==> src/core/msgu_pkg.sv <==
// Functional notes
// - With the enable strap low, registers are hidden from PCI (CPU access still works) and the window decodes as SDRAM.
// - No index or window-select registers; their locations go to SDRAM.
// - PCI write to an inbound message register sets a cause bit; unmasked, interrupts CPU.
// - Inbound message cause clears only on CPU write of one; mask gates CPU interrupt.
// - CPU write to an outbound message register sets a cause bit; unmasked, interrupts PCI.
// - Outbound message cause clears only on PCI write of one; mask gates PCI interrupt.
// - PCI sets inbound doorbell bits, requesting a CPU interrupt; masking never blocks setting.
// - CPU sets outbound doorbell bits, requesting a PCI interrupt; masking never blocks setting.
// - Four circular queues of 32-bit entries live in SDRAM at the queue base.
// - All queues share one size, 4K to 64K entries, in one contiguous region.
// - Queue starts: free in at base, post in +1, post out +2, free out +3 sizes.
// - Head and tail pointers are offsets; writes go to head, reads from tail.
// - A pointer reaching the queue size wraps to the first entry.
// - Queue accesses are single word; a burst is disconnected after one data phase.
// - Queue ports have no storage; each accepted write and non-empty read goes to the pointed SDRAM entry.
// - PCI write to the inbound port posts an entry and interrupts the CPU.
// - PCI read of the inbound port returns the inbound free queue tail entry.
// - PCI read of the outbound port returns the outbound post queue tail entry.
// - PCI write to the outbound port stores a returned entry on the outbound free queue.
// - After a port write reaches SDRAM, the head advances by one word.
// - Reading an empty queue returns all ones; otherwise the tail advances.
// - Port write is retried while a port write is pending or queue is full.
// - Outbound post head differing from tail requests a PCI interrupt, maskable.
package msgu_pkg;

  // ****************************************
  // Register offsets within the window
  // ****************************************
  localparam logic [7:0] OFF_IN_MSG0 = 8'h10;
  localparam logic [7:0] OFF_IN_MSG1 = 8'h14;
  localparam logic [7:0] OFF_OUT_MSG0 = 8'h18;
  localparam logic [7:0] OFF_OUT_MSG1 = 8'h1C;
  localparam logic [7:0] OFF_IN_DB = 8'h20;
  localparam logic [7:0] OFF_IN_CAUSE = 8'h24;
  localparam logic [7:0] OFF_IN_MASK = 8'h28;
  localparam logic [7:0] OFF_OUT_DB = 8'h2C;
  localparam logic [7:0] OFF_OUT_CAUSE = 8'h30;
  localparam logic [7:0] OFF_OUT_MASK = 8'h34;
  localparam logic [7:0] OFF_IN_PORT = 8'h40;
  localparam logic [7:0] OFF_OUT_PORT = 8'h44;
  localparam logic [7:0] OFF_QCTRL = 8'h50;
  localparam logic [7:0] OFF_QBASE = 8'h54;
  localparam logic [7:0] OFF_PTR_BASE = 8'h60;
  localparam logic [7:0] OFF_INDEX_END = 8'h10;
  localparam logic [7:0] OFF_WIN_END = 8'h7F;
  localparam logic [31:0] CPU_BASE = 32'h00001C00;

  // ****************************************
  // Fields, reset values and sizes
  // ****************************************
  localparam int CB_MSG0 = 0;
  localparam int CB_MSG1 = 1;
  localparam int CB_DB = 2;
  localparam int CB_POST = 3;
  localparam int CB_FULL = 4;
  localparam logic [4:0] IN_MASK_RST = 5'h00;
  localparam logic [3:0] OUT_MASK_RST = 4'h0;
  localparam logic [2:0] QSIZE_RST = 3'h0;
  localparam logic [2:0] QSIZE_MAX = 3'h4;
  localparam logic [18:0] QBYTES_MIN = 19'h04000;
  localparam logic [18:0] ENTRY_BYTES = 19'h00004;
  localparam logic [31:0] EMPTY_WORD = 32'hFFFFFFFF;
  localparam logic [1:0] SYNC_FILL = 2'h3;

  // Pointer indices follow the register order.
  localparam logic [1:0] Q_IN_FREE = 2'h0;
  localparam logic [1:0] Q_IN_POST = 2'h1;
  localparam logic [1:0] Q_OUT_FREE = 2'h2;
  localparam logic [1:0] Q_OUT_POST = 2'h3;

  typedef enum logic [2:0] {
    ST_IDLE = 3'b000,
    ST_QWR = 3'b001,
    ST_QRD = 3'b010,
    ST_PASS = 3'b011,
    ST_DONE = 3'b100
  } msgu_state_t;

endpackage

==> src/core/msgu_top.sv <==
`timescale 1ns/10ps
module msgu_top (
  // Clock and reset
  input wire logic mclk,
  input wire logic reset,
  // Enable strap pin
  input wire logic msg_enable_strap,
  // PCI side register window
  input wire logic pci_psel,
  input wire logic pci_penable,
  input wire logic pci_pwrite,
  input wire logic [31:0] pci_paddr,
  input wire logic [31:0] pci_pwdata,
  output logic pci_pready,
  output logic pci_pslverr,
  output logic [31:0] pci_prdata,
  output logic pci_disconnect,
  // CPU side registers
  input wire logic cpu_psel,
  input wire logic cpu_penable,
  input wire logic cpu_pwrite,
  input wire logic [31:0] cpu_paddr,
  input wire logic [31:0] cpu_pwdata,
  output logic cpu_pready,
  output logic cpu_pslverr,
  output logic [31:0] cpu_prdata,
  // SDRAM access
  output logic mem_req,
  output logic mem_we,
  output logic [31:0] mem_addr,
  output logic [31:0] mem_wdata,
  input wire logic mem_ack,
  input wire logic [31:0] mem_rdata,
  // Interrupts
  output logic cpu_int,
  output logic pci_int
);

  // ****************************************
  // State
  // ****************************************
  typedef struct packed {
    msgu_pkg::msgu_state_t st;
    logic out_port;
    logic [1:0][31:0] in_msg;
    logic [1:0][31:0] out_msg;
    logic [31:0] in_db;
    logic [31:0] out_db;
    logic [4:0] in_cause;
    logic [4:0] in_mask;
    logic [3:0] out_cause;
    logic [3:0] out_mask;
    logic [2:0] qsize;
    logic [11:0] qbase;
    logic [7:0][17:0] ptr;
    logic mem_req;
    logic mem_we;
    logic [31:0] mem_addr;
    logic [31:0] mem_wdata;
    logic [31:0] pci_rdata;
    logic [31:0] cpu_rdata;
    logic cpu_int;
    logic pci_int;
    logic [2:0] strap_sync;
    logic [1:0] sync_fill;
    logic en;
    logic en_done;
  } msgu_regs_t;

  msgu_regs_t r;
  msgu_regs_t n;

  // ****************************************
  // Functions
  // ****************************************
  function automatic logic [18:0] qbytes(input logic [2:0] code);
    logic [2:0] c;
    c = (code > msgu_pkg::QSIZE_MAX) ? msgu_pkg::QSIZE_MAX : code;
    return msgu_pkg::QBYTES_MIN << c;
  endfunction

  function automatic logic [17:0] ptr_inc(input logic [17:0] p, input logic [2:0] code);
    logic [18:0] s;
    s = {1'b0, p} + msgu_pkg::ENTRY_BYTES;
    return (s >= qbytes(code)) ? 18'h00000 : s[17:0];
  endfunction

  // Byte address of entry p in queue k.
  function automatic logic [31:0] qaddr(input msgu_regs_t x, input logic [1:0] k,
                                        input logic [17:0] p);
    logic [19:0] sz;
    logic [19:0] start;
    sz = {1'b0, qbytes(x.qsize)};
    start = 20'h00000;
    case (k)
      msgu_pkg::Q_IN_POST: start = sz;
      msgu_pkg::Q_OUT_POST: start = sz << 1;
      msgu_pkg::Q_OUT_FREE: start = (sz << 1) + sz;
      default: start = 20'h00000;
    endcase
    return {x.qbase, start + {2'b00, p}};
  endfunction

  function automatic logic [4:0] in_view(input msgu_regs_t x);
    logic [4:0] v;
    v = x.in_cause;
    v[msgu_pkg::CB_DB] = |x.in_db;
    return v;
  endfunction

  function automatic logic [3:0] out_view(input msgu_regs_t x);
    logic [3:0] v;
    v = x.out_cause;
    v[msgu_pkg::CB_DB] = |x.out_db;
    v[msgu_pkg::CB_POST] = x.ptr[6] != x.ptr[7];
    return v;
  endfunction

  function automatic logic mapped(input logic [7:0] off);
    logic m;
    m = 1'b0;
    if (off[1:0] == 2'b00)
    begin
      if (off >= msgu_pkg::OFF_PTR_BASE)
        m = 1'b1;
      else if (off >= msgu_pkg::OFF_IN_MSG0 && off <= msgu_pkg::OFF_OUT_MASK)
        m = 1'b1;
      else if (off == msgu_pkg::OFF_IN_PORT || off == msgu_pkg::OFF_OUT_PORT)
        m = 1'b1;
      else if (off == msgu_pkg::OFF_QCTRL || off == msgu_pkg::OFF_QBASE)
        m = 1'b1;
    end
    return m;
  endfunction

  function automatic logic [31:0] reg_rd(input msgu_regs_t x, input logic [7:0] off);
    logic [31:0] v;
    v = 32'h00000000;
    if (off >= msgu_pkg::OFF_PTR_BASE)
      v = {14'h0000, x.ptr[off[4:2]]};
    else
    begin
      case (off)
        msgu_pkg::OFF_IN_MSG0: v = x.in_msg[0];
        msgu_pkg::OFF_IN_MSG1: v = x.in_msg[1];
        msgu_pkg::OFF_OUT_MSG0: v = x.out_msg[0];
        msgu_pkg::OFF_OUT_MSG1: v = x.out_msg[1];
        msgu_pkg::OFF_IN_DB: v = x.in_db;
        msgu_pkg::OFF_IN_CAUSE: v = {27'h0000000, in_view(x)};
        msgu_pkg::OFF_IN_MASK: v = {27'h0000000, x.in_mask};
        msgu_pkg::OFF_OUT_DB: v = x.out_db;
        msgu_pkg::OFF_OUT_CAUSE: v = {28'h0000000, out_view(x)};
        msgu_pkg::OFF_OUT_MASK: v = {28'h0000000, x.out_mask};
        msgu_pkg::OFF_QCTRL: v = {29'h00000000, x.qsize};
        msgu_pkg::OFF_QBASE: v = {x.qbase, 20'h00000};
        default: v = 32'h00000000;
      endcase
    end
    return v;
  endfunction

  // ****************************************
  // Bus decode
  // ****************************************
  logic [7:0] p_off;
  logic [7:0] c_off;
  logic p_win;
  logic p_reg;
  logic p_acc;
  logic p_in_port;
  logic p_out_port;
  logic p_qport;
  logic p_need_mem;
  logic p_retry;
  logic p_wr;
  logic in_post_full;
  logic out_free_full;
  logic c_reg;
  logic c_acc;
  logic c_wr;

  assign p_off = pci_paddr[7:0];
  // Only the window above the index locations belongs to the unit while enabled.
  assign p_win = r.en && (pci_paddr[31:7] == 25'h0000000)
                 && (p_off >= msgu_pkg::OFF_INDEX_END);
  assign p_reg = p_win && mapped(p_off);
  assign p_acc = pci_psel && pci_penable;
  assign p_in_port = p_win && (p_off == msgu_pkg::OFF_IN_PORT);
  assign p_out_port = p_win && (p_off == msgu_pkg::OFF_OUT_PORT);
  assign p_qport = p_in_port || p_out_port;
  assign in_post_full = ptr_inc(r.ptr[2], r.qsize) == r.ptr[3];
  assign out_free_full = ptr_inc(r.ptr[4], r.qsize) == r.ptr[5];
  assign p_need_mem = p_acc && (!p_win || (p_qport && !pci_pwrite));
  assign p_retry = p_acc && pci_pwrite && p_qport
                   && (r.st == msgu_pkg::ST_QWR
                       || (p_in_port ? in_post_full : out_free_full));
  assign pci_pready = p_need_mem ? (r.st == msgu_pkg::ST_DONE) : 1'b1;
  assign pci_pslverr = p_retry;
  assign pci_disconnect = p_acc && pci_pready && p_qport;
  assign p_wr = p_acc && pci_pwrite && p_reg && !p_qport;

  assign c_off = cpu_paddr[7:0];
  assign c_reg = (cpu_paddr[31:7] == msgu_pkg::CPU_BASE[31:7])
                 && (c_off >= msgu_pkg::OFF_INDEX_END) && mapped(c_off)
                 && (c_off != msgu_pkg::OFF_IN_PORT) && (c_off != msgu_pkg::OFF_OUT_PORT);
  assign c_acc = cpu_psel && cpu_penable;
  assign cpu_pready = 1'b1;
  assign cpu_pslverr = c_acc && !c_reg;
  assign c_wr = c_acc && cpu_pwrite && c_reg;

  // ****************************************
  // Next state
  // ****************************************
  logic [4:0] in_set;
  logic [4:0] in_clr;
  logic [3:0] out_set;
  logic [3:0] out_clr;
  logic [31:0] in_db_set;
  logic [31:0] in_db_clr;
  logic [31:0] out_db_set;
  logic [31:0] out_db_clr;
  logic [17:0] new_head;

  always_comb
  begin
    n = r;
    in_set = 5'h00;
    in_clr = 5'h00;
    out_set = 4'h0;
    out_clr = 4'h0;
    in_db_set = 32'h00000000;
    in_db_clr = 32'h00000000;
    out_db_set = 32'h00000000;
    out_db_clr = 32'h00000000;
    new_head = 18'h00000;

    // The strap is taken once, after all stages have filled and the last two agree.
    n.strap_sync = {r.strap_sync[1:0], msg_enable_strap};
    if (r.sync_fill != msgu_pkg::SYNC_FILL)
      n.sync_fill = r.sync_fill + 2'h1;
    if (!r.en_done && (r.sync_fill == msgu_pkg::SYNC_FILL)
        && (r.strap_sync[1] == r.strap_sync[2]))
    begin
      n.en = r.strap_sync[2];
      n.en_done = 1'b1;
    end

    // Read data is latched in the setup phase.
    if (pci_psel && !pci_penable)
      n.pci_rdata = p_reg ? reg_rd(r, p_off) : 32'h00000000;
    if (cpu_psel && !cpu_penable)
      n.cpu_rdata = c_reg ? reg_rd(r, c_off) : 32'h00000000;

    if (c_wr)
    begin
      if (c_off >= msgu_pkg::OFF_PTR_BASE)
        n.ptr[c_off[4:2]] = {cpu_pwdata[17:2], 2'b00};
      else
      begin
        case (c_off)
          msgu_pkg::OFF_OUT_MSG0:
          begin
            n.out_msg[0] = cpu_pwdata;
            out_set[msgu_pkg::CB_MSG0] = 1'b1;
          end
          msgu_pkg::OFF_OUT_MSG1:
          begin
            n.out_msg[1] = cpu_pwdata;
            out_set[msgu_pkg::CB_MSG1] = 1'b1;
          end
          msgu_pkg::OFF_IN_DB: in_db_clr = cpu_pwdata;
          msgu_pkg::OFF_IN_CAUSE: in_clr = cpu_pwdata[4:0];
          msgu_pkg::OFF_IN_MASK: n.in_mask = cpu_pwdata[4:0];
          msgu_pkg::OFF_OUT_DB: out_db_set = cpu_pwdata;
          msgu_pkg::OFF_QCTRL: n.qsize = cpu_pwdata[2:0];
          msgu_pkg::OFF_QBASE: n.qbase = cpu_pwdata[31:20];
          default: n.qbase = r.qbase;
        endcase
      end
    end

    if (p_wr)
    begin
      case (p_off)
        msgu_pkg::OFF_IN_MSG0:
        begin
          n.in_msg[0] = pci_pwdata;
          in_set[msgu_pkg::CB_MSG0] = 1'b1;
        end
        msgu_pkg::OFF_IN_MSG1:
        begin
          n.in_msg[1] = pci_pwdata;
          in_set[msgu_pkg::CB_MSG1] = 1'b1;
        end
        msgu_pkg::OFF_IN_DB: in_db_set = pci_pwdata;
        msgu_pkg::OFF_OUT_DB: out_db_clr = pci_pwdata;
        msgu_pkg::OFF_OUT_CAUSE: out_clr = pci_pwdata[3:0];
        msgu_pkg::OFF_OUT_MASK: n.out_mask = pci_pwdata[3:0];
        default: n.out_mask = r.out_mask;
      endcase
    end

    // Queue port and SDRAM sequencing; hardware pointer moves win over CPU writes.
    unique case (r.st)
      msgu_pkg::ST_IDLE:
      begin
        if (p_acc && pci_pwrite && p_qport && !p_retry)
        begin
          n.st = msgu_pkg::ST_QWR;
          n.out_port = p_out_port;
          n.mem_req = 1'b1;
          n.mem_we = 1'b1;
          n.mem_wdata = pci_pwdata;
          n.mem_addr = p_out_port ? qaddr(r, msgu_pkg::Q_OUT_FREE, r.ptr[4])
                                  : qaddr(r, msgu_pkg::Q_IN_POST, r.ptr[2]);
        end
        else if (p_need_mem && !p_win)
        begin
          n.st = msgu_pkg::ST_PASS;
          n.mem_req = 1'b1;
          n.mem_we = pci_pwrite;
          n.mem_wdata = pci_pwdata;
          n.mem_addr = pci_paddr;
        end
        else if (p_need_mem)
        begin
          n.out_port = p_out_port;
          if (p_out_port ? (r.ptr[6] == r.ptr[7]) : (r.ptr[0] == r.ptr[1]))
          begin
            n.pci_rdata = msgu_pkg::EMPTY_WORD;
            n.st = msgu_pkg::ST_DONE;
          end
          else
          begin
            n.st = msgu_pkg::ST_QRD;
            n.mem_req = 1'b1;
            n.mem_we = 1'b0;
            n.mem_addr = p_out_port ? qaddr(r, msgu_pkg::Q_OUT_POST, r.ptr[7])
                                    : qaddr(r, msgu_pkg::Q_IN_FREE, r.ptr[1]);
          end
        end
      end
      msgu_pkg::ST_QWR:
      begin
        if (mem_ack)
        begin
          n.mem_req = 1'b0;
          n.st = msgu_pkg::ST_IDLE;
          if (r.out_port)
          begin
            new_head = ptr_inc(r.ptr[4], r.qsize);
            n.ptr[4] = new_head;
            if (ptr_inc(new_head, r.qsize) == r.ptr[5])
              in_set[msgu_pkg::CB_FULL] = 1'b1;
          end
          else
          begin
            n.ptr[2] = ptr_inc(r.ptr[2], r.qsize);
            in_set[msgu_pkg::CB_POST] = 1'b1;
          end
        end
      end
      msgu_pkg::ST_QRD:
      begin
        if (mem_ack)
        begin
          n.mem_req = 1'b0;
          n.pci_rdata = mem_rdata;
          n.st = msgu_pkg::ST_DONE;
          if (r.out_port)
            n.ptr[7] = ptr_inc(r.ptr[7], r.qsize);
          else
            n.ptr[1] = ptr_inc(r.ptr[1], r.qsize);
        end
      end
      msgu_pkg::ST_PASS:
      begin
        if (mem_ack)
        begin
          n.mem_req = 1'b0;
          if (!r.mem_we)
            n.pci_rdata = mem_rdata;
          n.st = msgu_pkg::ST_DONE;
        end
      end
      msgu_pkg::ST_DONE: n.st = msgu_pkg::ST_IDLE;
      default: n.st = msgu_pkg::ST_IDLE;
    endcase

    // Sticky bits: a set in the same cycle as a clear wins.
    n.in_db = (r.in_db & ~in_db_clr) | in_db_set;
    n.out_db = (r.out_db & ~out_db_clr) | out_db_set;
    n.in_cause = (r.in_cause & ~in_clr) | in_set;
    n.out_cause = (r.out_cause & ~out_clr) | out_set;
    n.in_cause[msgu_pkg::CB_DB] = 1'b0;
    n.out_cause[msgu_pkg::CB_DB] = 1'b0;
    n.out_cause[msgu_pkg::CB_POST] = 1'b0;

    n.cpu_int = |(in_view(r) & ~r.in_mask);
    n.pci_int = |(out_view(r) & ~r.out_mask);
  end

  always_ff @(posedge mclk)
  begin
    if (reset)
    begin
      r <= '0;
      r.st <= msgu_pkg::ST_IDLE;
      r.in_mask <= msgu_pkg::IN_MASK_RST;
      r.out_mask <= msgu_pkg::OUT_MASK_RST;
      r.qsize <= msgu_pkg::QSIZE_RST;
    end
    else
      r <= n;
  end

  // ****************************************
  // Outputs
  // ****************************************
  assign pci_prdata = r.pci_rdata;
  assign cpu_prdata = r.cpu_rdata;
  assign mem_req = r.mem_req;
  assign mem_we = r.mem_we;
  assign mem_addr = r.mem_addr;
  assign mem_wdata = r.mem_wdata;
  assign cpu_int = r.cpu_int;
  assign pci_int = r.pci_int;

endmodule

==> config.mk <==
export PLATFORM = sky130hd
export DESIGN_NAME = msgu_top
export DESIGN_NICKNAME = d
export VERILOG_FILES = /design/src/core/msgu_pkg.sv /design/src/core/msgu_top.sv
export SDC_FILE = /design/constraint.sdc
export NUM_CORES = 2
export LEC_CHECK = 0
export BUFFER_PORTS_ARGS = -buffer_cell sky130_fd_sc_hd__buf_2
export CORE_MARGIN = 8
export CORE_UTILIZATION = 50
export CTS_CLUSTER_DIAMETER = 30
export DETAILED_ROUTE_END_ITERATION = 12
export PLACE_DENSITY = 0.69
export REMOVE_ABC_BUFFERS = 1
export SETUP_SLACK_MARGIN = 0.5
export SLEW_MARGIN = 20
export SYNTH_ARGS = -nofsm -noshare
export SYNTH_HDL_FRONTEND = slang
export SYNTH_SLANG_ARGS = --single-unit
==> constraint.sdc <==
create_clock -name mclk -period 9.4 [get_ports mclk]
set_clock_uncertainty 0.2 [all_clocks]
set_input_delay 2.82 -clock mclk [delete_from_list [all_inputs] [get_ports mclk]]
set_output_delay 2.82 -clock mclk [all_outputs]
set_load 0.02 [all_outputs]
# After elaboration in Yosys (flattened, before gate mapping)
# Cells that the tools add are included.
# totals
wordCells,318
input_bits,170
register_bits,510
output_inout_bits,137
# classes
n_mux,113
bitwise,17
addsub,11
n_reduce_logical,75
shift,1
magnitude_cmp,15
eq_ne,51
# ops
operator,n
$pmux W32 S12,2
$mux W32,23
$mux W18,20
$mux W20,16
$mux W144,2
$bwmux W144,1
$bmux W18 S3,2
$mux W34,3
$eq A8 B6 Y1 const B,12
$pmux W32 S3,1
$add A18 B3 Y19 const B,5
$ge A19 B19 Y1,5
$eq A18 B18 Y1,5
$add A20 B18 Y20,4
$mux W66,1
$and A32 B32 Y32,2
$eq A8 B5 Y1 const B,8
$eq A8 B7 Y1 const B,8
$not A32 Y32,2
$or A32 B32 Y32,2
$reduce_or A32 Y1,2
$demux W18 S3,1
$logic_and A1 B1 Y1,32
$eq A25 B6 Y1 const B,1
other kinds (50),123

# Logic depth before layout (Yosys ltp)
# depth
depth_word,20
depth_mapped,28
depth_no_buf,26

# Least setup slack after synthesis
# Ideal clock, no wire load.
# synth_path
path_type,input-to-output
from,input port pci_paddr[7]
to,output port pci_pslverr
path_slack_ns,1.539
cell_stages,8
path_buffers,0
t_required_ns,6.380
t_arrival_ns,4.841
path_cell_list,or2_0 -> o2111ai_1 -> nor3_1 -> a22oi_1 -> nand4_2 -> nor4_4 -> a22oi_4 -> a21oi_1
# synth_via
elab_chain_cells,7
elab_cells_between_ends,13
cone_classes,order compare (1); eq/ne (2); mux (1); reduce/logical (9)
# synth_lines
item,line_no,rtl
start: declaration,msgu_top.sv:12,"input wire logic [31:0] pci_paddr,"
branches (longest 6 deep; another with $ge A8 B5 Y1),n/a,
$logic_and A1 B1 Y1 (*),msgu_top.sv:195,&& (r.st == msgu_pkg::ST_QWR
end: declaration,msgu_top.sv:15,"output logic pci_pslverr,"
# Every way passes the cells marked *.

# Worst setup path after layout
# layout_path
from,input port pci_paddr[11]
to,output port pci_pslverr
# layout_via
elab_chain_cells,7
elab_cells_between_ends,10
cone_classes,mux (1); reduce/logical (9)
# layout_lines
item,line_no,rtl
$logic_not A25 Y1 (*),msgu_top.sv:184,assign p_win = r.en && (pci_paddr[31:7] == 25'h0000000)
$logic_and A1 B1 Y1 (*),msgu_top.sv:184,
$logic_and A1 B1 Y1 (*),msgu_top.sv:185,&& (p_off >= msgu_pkg::OFF_INDEX_END);
"$logic_and A1 B1 Y1, on equally long branches","msgu_top.sv:188, msgu_top.sv:189",
$mux W1 or $logic_or A1 B1 Y1 (tied branches),"msgu_top.sv:196, msgu_top.sv:190",
$logic_or A1 B1 Y1 or $logic_and A1 B1 Y1 (tied branches),"msgu_top.sv:196, msgu_top.sv:194",
$logic_and A1 B1 Y1 (*),msgu_top.sv:195,
# Every way passes the cells marked *; elsewhere a longest branch is shown, timed or not.

==> impl_metrics.tcl <==
set metrics [dict create \
    status "complete, no violations" \
    grt_pass1_wl_mm 201.7 \
    ios 307 \
    netlist_instances 4019 \
    drv_slew 0 \
    clk_latency_ns 0.69 \
    die_w_um 268.0 \
    final_cell_mix "nand2_1, dfxtp_1, a21oi_1" \
    htreeDepth 3 \
    max_freq_mhz 112.6 \
    final.period_utilization_pct 94.44 \
    maxCapViolCount 0 \
    postSynthAreaPerCell_um2 7.901 \
    synth.top_cells.by_area "dfxtp_1, nand2_1, a21oi_1, mux4_2, a22oi_1" \
    grt_max_degree 165 \
    yosysSeqAreaShare_pct 32.09 \
    startpoint_type "input port" \
    leakagePower_nw 13.69 \
    cts_root_buf "clkbuf_16" \
    cts_made_buffers 117 \
    switchingPower_mw 1.745 \
    die_h_um 268.0 \
    dr.pass1.iters 10 \
    powerDensity_mw_per_mm2 191.2 \
    seqPwrFrac_pct 31.6 \
    async_reset_ff_share_pct 0 \
    ys_types 121 \
    start_util_pct 50.43 \
    num_vias 33260 \
    layout_commonest_cell "nand2_1" \
    globalRouteOverflowTotal 0 \
    layout.cells.non_filler 4999 \
    num_rows 92 \
    port_buffers 305 \
    drive_above_1_share_pct 19.13 \
    grt_usage_pct 36.80 \
    path_max_fanout 4 \
    core-area_mm2 0.06297 \
    drtIter0Drc 5169 \
    netlist.area_leader.share_pct 32.09 \
    yosysTopAreaCell "dfxtp_1" \
    final_antenna_net_count 0 \
    worstMarginPinSlew_ns 1.116 \
    viasPerCell 6.654 \
    dpl.cell_count 4775 \
    r2r_slack_ns 1.67 \
    hp-class "register to register" \
    critPathKind "input port to primary output" \
    ys_ff_latch 509 \
    hpwl_mm 96.06 \
    rsz0062_at_grt "no" \
    clockBufferDepth 3 \
    routedWlPerCell_um 27.73 \
    fin_util_pct 58.51 \
    clkPwrFrac_pct 61.8 \
    p_comb_share_pct 6.6 \
    p_int_mw 5.299 \
    finalSetupViolations 0 \
    synth_ff_type "dfxtp_1" \
    netlist_area_mm2 0.03176 \
    clk_pin_slew_worst_paths_ns 0.04 \
    holdWs_ns 0.2543 \
    ctsHoldBuffers 0 \
    cp.required_ns 6.38 \
    antenna_found_initial 9 \
    synth_edf_count 0 \
    ys.warnings.count 0 \
    min_period_ns 8.877 \
    ir_drop_uv 148.4 \
    maxSlewHeadroom_pct 24.85 \
    switching_share_pct 24.77 \
    fin_nets 4272 \
    cts_tree "built" \
    wirelength_mm 138.6 \
    grt_pass1_vias 30460 \
    end_kind "primary output" \
    hold_viol_final 0 \
    area_growth_pct 16.02 \
    clock_sinks 509 \
    dieArea_mm2 0.07183 \
    cp.arrival_ns 5.86 \
    drc_errors 0 \
    gp_congestion 1.023 \
]
-- final timing paths --
path | startpoint | depth (start not counted) | end
worst max-delay path | pci_paddr[11] | 11 | pci_pslverr
worst min-delay path | n[5] | 1 | n[6]
worst max register to register | r[214] | 27 | r[315]
worst min register to register | n[5] | 1 | n[6]
-- cell families (layout without fill, tap and decap cells) --
| group | count (synthesis) | count (layout) | share of synthesized area (%) |
|---|---|---|---|
| adder cells (fa/ha/maj) | 52 | 52 | 2.143 |
| flip-flops | 509 | 509 | 32.09 |
| buffers and inverters | 531 | 662 | 8.716 |
| other | 2 | 5 | 0.02365 |
| AND/OR/NAND/NOR | 1549 | 1549 | 22.50 |
| AO/OA/AOI/OAI | 1109 | 1109 | 23.34 |
| XOR/XNOR | 111 | 111 | 3.306 |
| multiplexers | 156 | 156 | 7.880 |
-- worst max-delay path, cell delays in order --
cell and delay [ns]:
buf_2 0.10, nor4_1 0.36, buf_4 0.23, o2111ai_1 0.24, nor2_1 0.30, o2111ai_1 0.35, a2111oi_0 0.41, o2111a_2 0.43
a22oi_4 0.08, a21oi_1 0.30, buf_2 0.23
-- per-layer routing --
metal / GRT usage, % / vias up / wire length [um]
li1: - / 14530 / -
met1: 50.00 / 15720 / 53800
met2: 52.77 / 2607 / 56990
met3: 11.52 / 402 / 20850
met4: 17.23 / 6 / 6920
met5: 0.2701 / - / 46
-- stage by stage --
step           setup TNS (ns)  total power [mW]  setup WS [ns]  area [um^2]
2_1_floorplan         -0.1431             2.445        -0.1431        29190
3_3_place_gp                0             2.710         0.4724        32540
3_5_place_dp                0             2.713         0.4088        32540
4_1_cts                     0             7.040         0.5158        36810
5_1_grt                     0             7.208         0.5051        36840
6_report                    0             7.043         0.5228        36840
-- power by group through the flow --
stage / sequential (mW) / combinational [mW] / clock [mW]
after floorplan: 2.29 / 0.155 / 0
after global placement: 2.26 / 0.449 / 0
after detailed placement: 2.26 / 0.451 / 0
after CTS: 2.22 / 0.453 / 4.37
after global routing: 2.22 / 0.486 / 4.50
final: 2.22 / 0.466 / 4.35
-- cell usage after synthesis (21+ instances only) --
cell      number
nand3_1      121
a311oi_1      37
nor2_1       339
a222oi_1      58
a211oi_1      48
buf_1         22
ha_1          48
mux4_2        70
buf_2         35
a22oi_1      192
clkbuf_1     256
xor2_1        52
nor2b_1       29
nor4_1        46
nand4_1       35
and2_1        24
nor3b_1       21
nand2b_1      26
a221oi_1      33
and3_1        31
nor3_1        55
o21ai_0      122
a21oi_1      431
buf_4        136
dfxtp_1      509
nand2_1      724
xnor2_1       53
mux2i_1       70
inv_1         52
-- layout make-up --
type,instances,area [um^2]
Clock buffer,142,3204
Sequential cell,509,10190
Clock inverter,77,1062
Timing Repair Buffer,389,2180
Inverter,54,202.7
Antenna cell,3,7.507
Tap cell,846,1059
Multi-Input combinational cell,2979,18940
Fill cell,5730,26120
-- what timing repair did --
action | in CTS | in global routing
buffers inserted | 1 | 1
setup endpoints to repair | 1 | 1
pin swaps | 1 | 1
gates resized for setup | 0 | 2
endpoints found under the hold margin | 0 | 0
Note: power is estimated with default switching activity, not from simulation.
